**src/include/irq_seq_pkg.sv**
```systemverilog
// Functional notes
// RULE1: A source vectors only if its own enable and global enable are set.
// RULE2: Reset vector is address zero; lower vector index wins arbitration.
// RULE3: Accepting an interrupt clears the global enable bit.
// RULE4: Global enable set inside a handler lets pending requests nest.
// RULE5: Return-from-interrupt sets the global enable bit.
// RULE6: Vectoring to a flag source clears that source's flag.
// RULE7: Writing one to a flag position clears it; zero leaves it.
// RULE8: Flag events set and hold the flag even while disabled.
// RULE9: Held flags are served one by one in priority order.
// RULE10: Level sources request only while their condition is present.
// RULE11: One interrupted instruction runs after return before the next entry.
// RULE12: Status register is neither saved on entry nor restored on return.
// RULE13: Clearing global enable blocks an interrupt arriving in that same cycle.
// RULE14: The instruction after setting global enable runs before any entry.
// RULE15: Entry lasts four cycles, pushes program counter, then loads vector.
// RULE16: The jump held at a vector takes three cycles in the core.
// RULE17: Entry waits until a multi-cycle instruction has fully completed.
// RULE18: Entry from sleep takes four extra cycles.
// RULE19: Return takes four cycles, pops two bytes, adds two to stack pointer.
// RULE20: Program counter is 10, 11 or 12 bits wide.
// RULE21: Entry push decrements the stack pointer by two.
// RULE22: Global enable lives in bit 7 of the status register.
// RULE23: Requests are arbitrated at instruction boundaries, winner registered first.
// RULE24: Reset starts execution at address zero with global enable clear.
package irq_seq_pkg;

	// Status register layout
	localparam int          GIE_BIT            = 7;
	localparam logic        GIE_RESET          = 1'b0;

	// Cycle counts of the sequences
	localparam int          CNT_W              = 4;
	localparam logic [3:0]  ENTRY_CYCLES       = 4'h4;
	localparam logic [3:0]  SLEEP_EXTRA_CYCLES = 4'h4;
	localparam logic [3:0]  RETURN_CYCLES      = 4'h4;
	localparam logic [3:0]  JUMP_CYCLES        = 4'h3;

	// Vector table and stack
	localparam int          RESET_VECTOR       = 0;
	localparam int          VECTOR_BASE        = 1;
	localparam logic [15:0] SP_PUSH_STEP       = 16'h0002;
	localparam logic [15:0] SP_RESET           = 16'h025F;

	// Sequencer states
	typedef enum logic [1:0] {
		ST_RUN    = 2'b00,
		ST_ENTRY  = 2'b01,
		ST_RETURN = 2'b10
	} seq_state_t;

	// Stack memory request, one byte per cycle
	typedef struct packed {
		logic        wr;
		logic        rd;
		logic [15:0] addr;
		logic [7:0]  wdata;
	} stack_req_t;

endpackage : irq_seq_pkg

```
**src/core/irq_priority_pick.sv**
```systemverilog
`timescale 1ns/1ps
// Fixed priority pick: lowest index among requests wins
module irq_priority_pick #(
	parameter int NUM_SRC = 8,
	parameter int IDX_W   = 3
) (
	input  wire logic [NUM_SRC-1:0] req_i,
	output logic                    valid_o,
	output logic [IDX_W-1:0]        idx_o
);

	// Scan from the top so the lowest set index is left standing
	always_comb begin
		valid_o = 1'b0;
		idx_o   = '0;
		for (int i = NUM_SRC - 1; i >= 0; i--) begin
			if (req_i[i]) begin
				valid_o = 1'b1;
				idx_o   = IDX_W'(i); // RULE2
			end
		end
	end

endmodule : irq_priority_pick

```
**src/core/cpu_interrupt_sequencer.sv**
```systemverilog
`timescale 1ns/1ps
// Interrupt gating, arbitration, entry and return sequencing for the core
module cpu_interrupt_sequencer #(
	parameter int          NUM_SRC   = 8,
	parameter int          PC_W      = 12,
	parameter logic [NUM_SRC-1:0] FLAG_MASK = '1
) (
	input  wire logic                      clock_i,
	input  wire logic                      rst_i,
	// Execution core
	input  wire logic                      instr_done_i,
	input  wire logic                      op_sei_i,
	input  wire logic                      op_cli_i,
	input  wire logic                      op_return_i,
	input  wire logic                      status_wr_i,
	input  wire logic [7:0]                status_wdata_i,
	input  wire logic                      sleeping_i,
	input  wire logic [PC_W-1:0]           pc_i,
	input  wire logic                      sp_wr_i,
	input  wire logic [15:0]               sp_wdata_i,
	// Peripheral sources
	input  wire logic [NUM_SRC-1:0]        flag_set_i,
	input  wire logic                      flag_clr_wr_i,
	input  wire logic [NUM_SRC-1:0]        flag_clr_data_i,
	input  wire logic [NUM_SRC-1:0]        src_en_i,
	input  wire logic [NUM_SRC-1:0]        level_req_i,
	// Stack memory
	input  wire logic [7:0]                stack_rdata_i,
	output irq_seq_pkg::stack_req_t        stack_o,
	// Results
	output logic                           gie_o,
	output logic [NUM_SRC-1:0]             flags_o,
	output logic [NUM_SRC-1:0]             ack_o,
	output logic                           pc_load_o,
	output logic [PC_W-1:0]                pc_target_o,
	output logic                           core_hold_o,
	output logic [15:0]                    sp_o
);

	localparam int IDX_W = (NUM_SRC > 1) ? $clog2(NUM_SRC) : 1;

	irq_seq_pkg::seq_state_t           state;
	logic [irq_seq_pkg::CNT_W-1:0]     cnt;
	logic                              gie;
	logic [NUM_SRC-1:0]                flags;
	logic [NUM_SRC-1:0]                req;
	logic                              arb_valid;
	logic [IDX_W-1:0]                  arb_idx;
	logic [IDX_W-1:0]                  win_idx;
	logic                              asleep;
	logic [PC_W-1:0]                   ret_pc;
	logic [7:0]                        pop_hi;
	logic [15:0]                       sp;
	logic                              cli_now;
	logic                              take;
	logic                              entry_last;
	logic                              return_last;
	logic [irq_seq_pkg::CNT_W-1:0]     entry_len;
	logic [NUM_SRC-1:0]                hw_clr;
	logic [NUM_SRC-1:0]                next_flags;
	logic [15:0]                       ret_pc_w;
	irq_seq_pkg::stack_req_t           stack_req;
	logic                              pc_load;
	logic [PC_W-1:0]                   pc_target;
	logic                              core_hold;
	logic [NUM_SRC-1:0]                ack;

	// Widen the saved return address to two bytes
	function automatic logic [15:0] pc_to_word(input logic [PC_W-1:0] pc);
		logic [15:0] w;
		w = '0;
		w[PC_W-1:0] = pc; // RULE20
		return w;
	endfunction : pc_to_word

	// Vector address of a source, reset vector sits below all of them
	function automatic logic [PC_W-1:0] vector_of(input logic [IDX_W-1:0] idx);
		logic [PC_W-1:0] v;
		v = PC_W'(irq_seq_pkg::VECTOR_BASE) + PC_W'(idx); // RULE2
		return v;
	endfunction : vector_of

	// Per-source request: flags for event sources, live level otherwise
	generate
		for (genvar g = 0; g < NUM_SRC; g++) begin : g_req
			if (FLAG_MASK[g]) begin : g_flag
				assign req[g] = flags[g] & src_en_i[g]; // RULE1
			end else begin : g_level
				assign req[g] = level_req_i[g] & src_en_i[g]; // RULE10
			end
		end
	endgenerate

	irq_priority_pick #(
		.NUM_SRC (NUM_SRC),
		.IDX_W   (IDX_W)
	) u_pick (
		.req_i   (req),
		.valid_o (arb_valid),
		.idx_o   (arb_idx)
	);

	// Global enable being cleared in this very cycle
	assign cli_now = op_cli_i | (status_wr_i & ~status_wdata_i[irq_seq_pkg::GIE_BIT]); // RULE13

	// Acceptance only at a boundary or from sleep, with global enable set.
	// Global enable is a register, so the cycle of a set instruction never
	// takes; the following instruction completes first.
	assign take = (state == irq_seq_pkg::ST_RUN) & arb_valid & gie & ~cli_now // RULE1 RULE13 RULE14
		& (instr_done_i | sleeping_i) & ~op_return_i; // RULE17 RULE23

	// Entry length grows when waking from sleep
	assign entry_len = asleep ? (irq_seq_pkg::ENTRY_CYCLES + irq_seq_pkg::SLEEP_EXTRA_CYCLES)
		: irq_seq_pkg::ENTRY_CYCLES; // RULE15 RULE18
	assign entry_last  = (state == irq_seq_pkg::ST_ENTRY)
		& (cnt == entry_len - irq_seq_pkg::CNT_W'(1));
	assign return_last = (state == irq_seq_pkg::ST_RETURN)
		& (cnt == irq_seq_pkg::RETURN_CYCLES - irq_seq_pkg::CNT_W'(1)); // RULE19

	assign ret_pc_w = pc_to_word(ret_pc);

	// Hardware clears the flag of the source being vectored to
	always_comb begin
		hw_clr = '0;
		if (take) begin
			hw_clr[arb_idx] = FLAG_MASK[arb_idx]; // RULE6
		end
	end

	// New events win over either kind of clear
	always_comb begin
		next_flags = flags & ~hw_clr;
		if (flag_clr_wr_i) begin
			next_flags = next_flags & ~flag_clr_data_i; // RULE7
		end
		next_flags = (next_flags | flag_set_i) & FLAG_MASK; // RULE8 RULE9
	end

	// Pending flags, held regardless of enables
	always_ff @(posedge clock_i) begin
		if (rst_i) begin
			flags <= '0;
		end else begin
			flags <= next_flags; // RULE8
		end
	end

	// Sequencer state and cycle counter
	always_ff @(posedge clock_i) begin
		if (rst_i) begin
			state <= irq_seq_pkg::ST_RUN;
			cnt   <= '0;
		end else begin
			unique case (state)
				irq_seq_pkg::ST_RUN: begin
					cnt <= '0;
					if (take) begin
						state <= irq_seq_pkg::ST_ENTRY;
					end else if (op_return_i) begin
						state <= irq_seq_pkg::ST_RETURN;
					end
				end
				irq_seq_pkg::ST_ENTRY: begin
					cnt <= cnt + irq_seq_pkg::CNT_W'(1);
					if (entry_last) begin
						state <= irq_seq_pkg::ST_RUN; // RULE15
						cnt   <= '0;
					end
				end
				irq_seq_pkg::ST_RETURN: begin
					cnt <= cnt + irq_seq_pkg::CNT_W'(1);
					if (return_last) begin
						state <= irq_seq_pkg::ST_RUN; // RULE11
						cnt   <= '0;
					end
				end
				default: begin
					state <= irq_seq_pkg::ST_RUN;
					cnt   <= '0;
				end
			endcase
		end
	end

	// Winner, return address and sleep state caught at acceptance
	always_ff @(posedge clock_i) begin
		if (rst_i) begin
			win_idx <= '0;
			ret_pc  <= '0;
			asleep  <= 1'b0;
		end else if (take) begin
			win_idx <= arb_idx; // RULE23
			ret_pc  <= pc_i;
			asleep  <= sleeping_i; // RULE18
		end
	end

	// Global enable bit of the status register; other bits untouched here
	always_ff @(posedge clock_i) begin
		if (rst_i) begin
			gie <= irq_seq_pkg::GIE_RESET; // RULE24
		end else if (take) begin
			gie <= 1'b0; // RULE3
		end else if (return_last) begin
			gie <= 1'b1; // RULE5
		end else if (cli_now) begin
			gie <= 1'b0; // RULE13
		end else if (op_sei_i) begin
			gie <= 1'b1; // RULE4 RULE14
		end else if (status_wr_i) begin
			gie <= status_wdata_i[irq_seq_pkg::GIE_BIT]; // RULE22
		end
	end

	// Stack pointer: software load, minus two on entry, plus two on return
	always_ff @(posedge clock_i) begin
		if (rst_i) begin
			sp <= irq_seq_pkg::SP_RESET;
		end else if ((state == irq_seq_pkg::ST_ENTRY) && (cnt == irq_seq_pkg::CNT_W'(1))) begin
			sp <= sp - irq_seq_pkg::SP_PUSH_STEP; // RULE21
		end else if (return_last) begin
			sp <= sp + irq_seq_pkg::SP_PUSH_STEP; // RULE19
		end else if (sp_wr_i) begin
			sp <= sp_wdata_i;
		end
	end

	// Stack requests: low byte pushed first, high byte popped first
	always_comb begin
		stack_req = '0;
		if (state == irq_seq_pkg::ST_ENTRY) begin
			if (cnt == '0) begin
				stack_req.wr    = 1'b1;
				stack_req.addr  = sp;
				stack_req.wdata = ret_pc_w[7:0]; // RULE15
			end else if (cnt == irq_seq_pkg::CNT_W'(1)) begin
				stack_req.wr    = 1'b1;
				stack_req.addr  = sp - 16'h0001;
				stack_req.wdata = ret_pc_w[15:8];
			end
		end else if (state == irq_seq_pkg::ST_RETURN) begin
			if (cnt == '0) begin
				stack_req.rd   = 1'b1;
				stack_req.addr = sp + 16'h0001; // RULE19
			end else if (cnt == irq_seq_pkg::CNT_W'(1)) begin
				stack_req.rd   = 1'b1;
				stack_req.addr = sp + irq_seq_pkg::SP_PUSH_STEP;
			end
		end
	end

	// High byte of the popped address, read data lags its request by two cycles
	always_ff @(posedge clock_i) begin
		if (rst_i) begin
			pop_hi <= '0;
		end else if ((state == irq_seq_pkg::ST_RETURN) && (cnt == irq_seq_pkg::CNT_W'(2))) begin
			pop_hi <= stack_rdata_i;
		end
	end

	// Program counter load: vector after entry, popped value after return
	always_comb begin
		pc_load   = 1'b0;
		pc_target = '0;
		if (entry_last) begin
			pc_load   = 1'b1;
			pc_target = vector_of(win_idx); // RULE15 RULE16
		end else if (return_last) begin
			pc_load   = 1'b1;
			pc_target = PC_W'({pop_hi, stack_rdata_i}); // RULE20
		end
	end

	// Core is held from acceptance or return until the load
	always_comb begin
		core_hold = 1'b0;
		if (take || (op_return_i && state == irq_seq_pkg::ST_RUN)) begin
			core_hold = 1'b1;
		end else if (state != irq_seq_pkg::ST_RUN) begin
			core_hold = !(entry_last || return_last);
		end
	end

	// One-hot acknowledge towards the accepted source
	always_comb begin
		ack = '0;
		if (take) begin
			ack[arb_idx] = 1'b1;
		end
	end

	// Registered outputs; reset loads address zero into the core
	always_ff @(posedge clock_i) begin
		if (rst_i) begin
			stack_o     <= '0;
			pc_load_o   <= 1'b1; // RULE24
			pc_target_o <= PC_W'(irq_seq_pkg::RESET_VECTOR);
			core_hold_o <= 1'b0;
			ack_o       <= '0;
		end else begin
			stack_o     <= stack_req;
			pc_load_o   <= pc_load;
			pc_target_o <= pc_target;
			core_hold_o <= core_hold;
			ack_o       <= ack;
		end
	end

	// Status outputs follow their registers
	assign gie_o   = gie; // RULE12
	assign flags_o = flags;
	assign sp_o    = sp;

endmodule : cpu_interrupt_sequencer

```
**config.mk**
```make
export PLATFORM = sky130hd
export DESIGN_NAME = cpu_interrupt_sequencer
export DESIGN_NICKNAME = d
export VERILOG_FILES = /design/src/include/irq_seq_pkg.sv /design/src/core/irq_priority_pick.sv /design/src/core/cpu_interrupt_sequencer.sv
export SDC_FILE = /design/constraint.sdc
export NUM_CORES = 1
export LEC_CHECK = 0
export BUFFER_PORTS_ARGS = -buffer_cell sky130_fd_sc_hd__buf_4
export CORE_UTILIZATION = 47
export CTS_CLUSTER_SIZE = 8
export DETAILED_ROUTE_END_ITERATION = 16
export GPL_ROUTABILITY_DRIVEN = 0
export GPL_TIMING_DRIVEN = 0
export HOLD_SLACK_MARGIN = 0.1
export PLACE_DENSITY = 0.78
export SLEW_MARGIN = 20
export SYNTH_ARGS = -nofsm -noshare
export SYNTH_HDL_FRONTEND = slang
export SYNTH_SLANG_ARGS = --single-unit
```
**constraint.sdc**
```tcl
create_clock -name clock_i -period 2.6 [get_ports clock_i]
set_clock_uncertainty 0.1 [all_clocks]
set_input_delay 0.26 -clock clock_i [delete_from_list [all_inputs] [get_ports clock_i]]
set_output_delay 0.26 -clock clock_i [all_outputs]
set_load 0.02 [all_outputs]
```
; ---- Yosys cells after proc, flatten, opt, wreduce, memory -nomap -nowiden
; Memories as Yosys holds them, arrays and structs flattened.
; Cells that the tools add are included.
[word_totals]
latchBits = 0
inputBits = 86
mem_bits_rw = 0
reg_bits = 99
elab_cells = 134
mem_count = 1
romBits = 8
out_inout_bits = 73
[op_classes]
mul = 0
bitwise_logic = 30
reduce_logical = 18
n_shift = 0
n_addsub = 7
n_div = 0
n_eq_ne = 9
mux = 50
order_cmp = 2
[memory_table]
columns = memory, words, word_bits, read_ports, rd_ports_with_merged_regs, wr, line_no
row1 = (no name shown), 8, 1, 1, 0, 0, cpu_interrupt_sequencer.sv:126  ; hw_clr[arb_idx] = FLAG_MASK[arb_idx];
[ops]
columns = op, count
row1 = $mux W16, 5
row2 = $mux W24, 2
row3 = $mux W17, 2
row4 = $and A8 B8 Y8, 3
row5 = $mux W12, 2
row6 = $mux W3, 8
row7 = $mux W1, 19
row8 = $add A16 B1 Y16 const B, 1
row9 = $add A16 B2 Y16 const B, 1
row10 = $and A1 B1 Y1, 16
row11 = $mux W8, 2
row12 = $not A8 Y8, 2
row13 = $sub A16 B1 Y16 const B, 1
row14 = $sub A16 B2 Y16 const B, 1
row15 = $mux W4, 3
row16 = $eq A4 B2 Y1 const B, 2
row17 = $mux W2, 4
row18 = $or A8 B8 Y8, 1
row19 = $pmux W4 S2, 1
row20 = $reduce_or A2 Y1, 4
row21 = $not A1 Y1, 6
row22 = $pmux W2 S3, 1
row23 = $add A1 B3 Y4 const A, 1
row24 = $add A4 B1 Y4 const B, 1
row25 = other kinds (21), 27

; ---- Depth between registers and ports, before layout
[depth]
ltp_word = 20
ltp_mapped = 11
depth_no_buf = 10

; ---- By module
; A second synthesis with hierarchy kept.
[hier_totals]
cells_unflattened = 642
area_unflattened_um2 = 5176.2
[modules_own_cells]
columns = module, cells_per_inst, instances, seq_area_each_um2, area_per_inst_um2
row1 = cpu_interrupt_sequencer, 629, 1, 1981.9, 5096.1
row2 = irq_priority_pick, 13, 1, 0.0, 80.1

; ---- Least setup slack after synthesis
; Ideal clock, no wire load.
[synth_timing]
path_kind = flip-flop to flip-flop
startpoint = reg sp[1] (netlist: sp_o[1])
endpoint = reg sp[9] (netlist: sp_o[9])
path_buffers = 2
setup_time_ns = 0.120
required_ns = 2.380
setup_slack_ns = 0.131
t_arrival_ns = 2.249
path_stages_with_launch = 10
synth_period_minus_slack_ns = 2.469
cell_sequence = dfxtp_1 -> clkbuf_1 -> inv_1 -> ha_1 -> or4b_1 -> buf_2 -> nor4_1 -> nand2b_1 -> a2bb2oi_1 -> a211o_1
[synth_between]
elab_chain_cells = 3
elab_cells_between_ends = 4
classes_between = add/sub (2) / mux (2)
[synth_rtl]
columns = item, line_no
row1 = "start, declared", cpu_interrupt_sequencer.sv:53  ; logic [15:0] sp;
row2 = "start signal, assigned", cpu_interrupt_sequencer.sv:218  ; sp <= irq_seq_pkg::SP_RESET;
row3 = "start signal, assigned", cpu_interrupt_sequencer.sv:220  ; sp <= sp - irq_seq_pkg::SP_PUSH_STEP;
row4 = "start signal, assigned", cpu_interrupt_sequencer.sv:222  ; sp <= sp + irq_seq_pkg::SP_PUSH_STEP;
row5 = $add A16 B2 Y16, cpu_interrupt_sequencer.sv:222
row6 = $mux W16, cpu_interrupt_sequencer.sv:221  ; end else if (return_last) begin
row7 = $mux W16 *, cpu_interrupt_sequencer.sv:219  ; end else if ((state == irq_seq_pkg::ST_ENTRY) && (cnt == irq_seq_pkg::CNT_W'(1))) begin
; Mark *: on every way between the ends. The rest lies on a longest branch, timed or not.
; A chain may end at the register's enable or synchronous reset.

; ---- Final worst setup path
[layout_timing]
startpoint = reg cnt[0] (netlist bit)
endpoint = reg stack_o[19] (netlist bit)
[layout_between]
elab_chain_cells = 5
elab_cells_between_ends = 8
classes_between = eq/ne (1) / mux (6) / reduce/logical (1)
[layout_rtl]
columns = item, line_no
row1 = "start, declared", cpu_interrupt_sequencer.sv:43  ; logic [irq_seq_pkg::CNT_W-1:0] cnt;
row2 = "start signal, assigned", cpu_interrupt_sequencer.sv:164  ; cnt <= cnt + irq_seq_pkg::CNT_W'(1);
row3 = "start signal, assigned", cpu_interrupt_sequencer.sv:171  ; cnt <= cnt + irq_seq_pkg::CNT_W'(1);
row4 = $eq A4 B1 Y1, "cpu_interrupt_sequencer.sv:236, cpu_interrupt_sequencer.sv:245"
row5 = $mux W17, cpu_interrupt_sequencer.sv:245  ; end else if (cnt == irq_seq_pkg::CNT_W'(1)) begin
row6 = $mux W17, cpu_interrupt_sequencer.sv:242  ; if (cnt == '0) begin
row7 = $mux W16, cpu_interrupt_sequencer.sv:241  ; end else if (state == irq_seq_pkg::ST_RETURN) begin
row8 = $mux W16 *, cpu_interrupt_sequencer.sv:231  ; if (state == irq_seq_pkg::ST_ENTRY) begin
row9 = "end signal, assigned", cpu_interrupt_sequencer.sv:301  ; stack_o <= stack_req;
row10 = "end, declared", cpu_interrupt_sequencer.sv:29  ; output irq_seq_pkg::stack_req_t stack_o,
; Marked as above.

==> summary.txt <==
Final setup violation count: 0
Port Buffer Count: 140
mean post-synth cell area: 8.24 µm²
Flop pwr share: 0.502
total internal power: 2.23 mW
pin count of the biggest net entering global routing: 20
Die X: 106 µm
clock-pin slew on the worst setup and hold paths: 0.10 ns
CP Launch Type: register
Warnings, synthesis: 0
largest family of logic cells by synthesized area: simple AND/OR/NAND/NOR gates
io pins: 159
PwrDens: 463 nW/µm²
Placed Cells: 893
CTS sink cnt: 99
CP arrival: 2.65 ns
critical-path cell list: inv_1 -> ha_1 -> nor4b_1 -> nor3_2 -> nand2_4 -> nor2_1 -> a311oi_1 -> a21oi_1
Final #Nets: 901
DR pass1 iterations: 6
Distinct cells, synth: 78
initial antenna violation count: 0
cell family with most CP delay: simple AND/OR/NAND/NOR gates
Layout area overhead: 36.5%
Post-synth EDFFs: 0
max layer used: met4
post-route insts no fill: 943
post-synthesis adder-cell area fraction: 0.0320
Core Box Area: 10400 µm²
Ant. Diodes: 0
DRT Wirelength: 15900 µm
post-route cell area: 6940 µm²
Worst Hold Class: in2reg
compound-cell area share of the yosys netlist: 0.208
Final Hold Fails: 0
met1 wire length: 6100 µm
Residual DRC: 0
status: finished, final reports clean
Yosys reg bits: 99
# rows: 37
met2 WL: 7410 µm
Post-Syn Nets: 716
Slew Limit Fails: 0
vias in the first global route: 5218
Initial Util: 0.488
TritonCTS Buffers: 9
slowest CP cell: nor4b_1
switching share of power: 0.307
mux cell area share after synthesis: 0.0374
worst vdd ir: 0.288 mV
via count: 5521
die area: 11200 µm²
die span in y: 106 µm
met3 wire len: 1650 µm
worst-margin pin slew: 0.941 ns
Post-Syn Area: 5080 µm²
clock group share of total power: 0.304
Switch Pwr: 0.985 mW
Worst Setup SP: cnt[0]
RSZ-0062 raised after global routing: true
fmax: 403 MHz
Vias/cell: 5.85
clock root cell: clkbuf_8
CTS tree: done
Post-Synth Simple-Gate Area: 0.248
Rel. slew slack: 0.364
first-pass GRT wire length: 25400 µm
ratio of cells with drive above 1 in the final layout: 0.259
part of the power in combinational logic: 0.193
Pleak: 2.89 nW
FF-to-FF Start: cnt[0]
hold_sp: flag_clr_data_i[0]
CP max stage delay: 0.79 ns
Buf+Inv Stages, Crit Path: 1
Total Routing Usage GR: 0.284
fillers: 857
worst skew pair latency: 0.38 ns
Final ANT Viol Nets: 0
CP max FO: 6
initial drt markers: 370
fin crit period: 2.48 ns
multi-input gate area in the final layout: 2920 µm²
cells after synthesis: 617
WL/cell: 16.8 µm
Crit path required time: 2.77 ns
xor/xnor share of the synthesized area: 0.0310
fin crit share: 0.954
ys flop type: dfxtp_1
Seq/Total Area, Yosys: 0.390
critical setup path kind: reg2reg
register area: 1980 µm²
hpwl dp: 11400 µm
maxcap violations: 0
maximum root-to-sink buffer count: 2
Crit. End Element: register
placed cell areas: 6300 µm²
total grt overflow: 0
htree depth: 3
Async S/R FF share, synth: 0
[per-stage QoR]
stage | total power, mW | hold WS, ns | util | setup WS, ns | setup TNS, ns
2_1_floorplan | 1.96 | 0.278 | - | 0.131 | 0
4_1_cts | 3.20 | 0.108 | 0.658 | 0.0338 | 0
3_3_place_gp | 2.19 | 0.340 | 0.605 | -0.289 | -0.826
3_5_place_dp | 2.20 | 0.341 | 0.605 | -0.375 | -1.20
6_report | 3.21 | 0.123 | 0.666 | 0.120 | 0
5_1_grt | 3.33 | 0.129 | 0.666 | -0.0795 | -0.107
[layout make-up]
cell class,count,area share
buffer,38,0.0281
clock buffer,9,0.0179
clock inverter,7,0.00974
inverter,19,0.0110
multi-input combinational,460,0.421
sequential,99,0.286
tap,136,0.0245
timing repair buffer,175,0.201
[metal layers]
metal | vias to the layer above | track usage
li1 | 2583 | -
met1 | 2524 | 0.339
met2 | 347 | 0.477
met3 | 67 | 0.0632
met4 | 0 | 0.152
met5 | - | 0
[timing repair]
item                                    in CTS  in global routing
endpoints found under the hold margin       35                  0
endpoints found under the setup margin      10                 27
hold buffers                                33                  0
pin swaps                                    0                  2
gates resized for setup                      6                 21
buffers inserted                             0                  2
[cells in the mapped netlist (4+ instances only)]
cell type,number,area share
a211oi_1,10,0.015
a21oi_1,45,0.044
a22o_1,4,0.0069
a22oi_1,8,0.012
a31oi_1,12,0.015
and2_1,15,0.018
and3_1,8,0.0099
buf_2,8,0.0079
buf_6,4,0.0089
clkbuf_1,23,0.017
dfxtp_1,99,0.39
ha_1,13,0.032
inv_1,16,0.012
mux2i_1,19,0.037
nand2_1,59,0.044
nand2b_1,6,0.0074
nand3_1,22,0.022
nor2_1,77,0.057
nor2b_1,5,0.0062
nor3_1,18,0.018
nor4_1,5,0.0062
o211ai_1,5,0.0074
o21a_1,5,0.0074
o21ai_0,34,0.033
o22ai_1,4,0.0049
xnor2_1,11,0.019
xor2_1,7,0.012
[flip-flops by register name, summed over array words and instances, names as in the netlist]
name         cells
core_hold_o      1
ret_pc          12
cnt              4
gie_o            1
asleep           1
stack_o         26
state            2
pc_load_o        1
ack_o            8
pop_hi           4
flags_o          8
win_idx          3
pc_target_o     12
sp_o            16
[placed cells by master (no fill, tap or decap), types with 4 or more instances in the layout]
cell | netlist | routed
xnor2_1 | 11 | 11
o211ai_1 | 5 | 5
nor3_1 | 18 | 16
o21ai_0 | 34 | 34
o22ai_1 | 4 | 4
clkbuf_8 | 0 | 9
a21oi_1 | 45 | 45
and3_1 | 8 | 8
xor2_1 | 7 | 7
a22o_1 | 4 | 4
dlygate4sd3_1 | 0 | 33
dfxtp_1 | 99 | 98
ha_1 | 13 | 12
o21a_1 | 5 | 5
clkbuf_1 | 23 | 19
a31oi_1 | 12 | 12
buf_4 | 2 | 144
nand2b_1 | 6 | 5
buf_6 | 4 | 4
nand3_1 | 22 | 21
buf_2 | 8 | 9
a22oi_1 | 8 | 8
nor2_1 | 77 | 76
a211oi_1 | 10 | 10
nand2_1 | 59 | 59
nor2b_1 | 5 | 5
and2_1 | 15 | 15
inv_1 | 16 | 14
mux2i_1 | 19 | 19
[tightest hold or removal path: stages]
cell     delay [ns]
buf_4          0.11
nand2_1        0.05
a31oi_1        0.07
nor2_1         0.06
[power by group through the flow]
stage | combinational, mW | clock (mW) | sequential, mW
3_5_place_dp | 0.560 | 0 | 1.64
3_3_place_gp | 0.548 | 0 | 1.64
6_report | 0.621 | 0.977 | 1.61
4_1_cts | 0.602 | 0.986 | 1.61
2_1_floorplan | 0.270 | 0 | 1.69
5_1_grt | 0.666 | 1.05 | 1.62
[kinds of logic (layout without fill, tap and decap cells)]
logic type	Yosys count	in the layout
and+or+nand+nor	248	248
DFF	99	99
buffers and inverters	58	248
adders and majority gates	13	13
xor gates and xnor gates	18	18
muxes	19	19
AOI/OAI and AO/OA	162	162
[path summary, 6_finish.rpt]
| path | endpoint | slack (ns) | depth (start not counted) |
|---|---|---|---|
| worst max-delay path | stack_o[19] | 0.12 | 8 |
| worst max register to register | stack_o[19] | 0.12 | 8 |
| worst min register to register | pc_target_o[11] | 0.37 | 1 |
| worst min-delay path | flags_o[0] | 0.12 | 4 |
(Power assumes the default switching activity.)
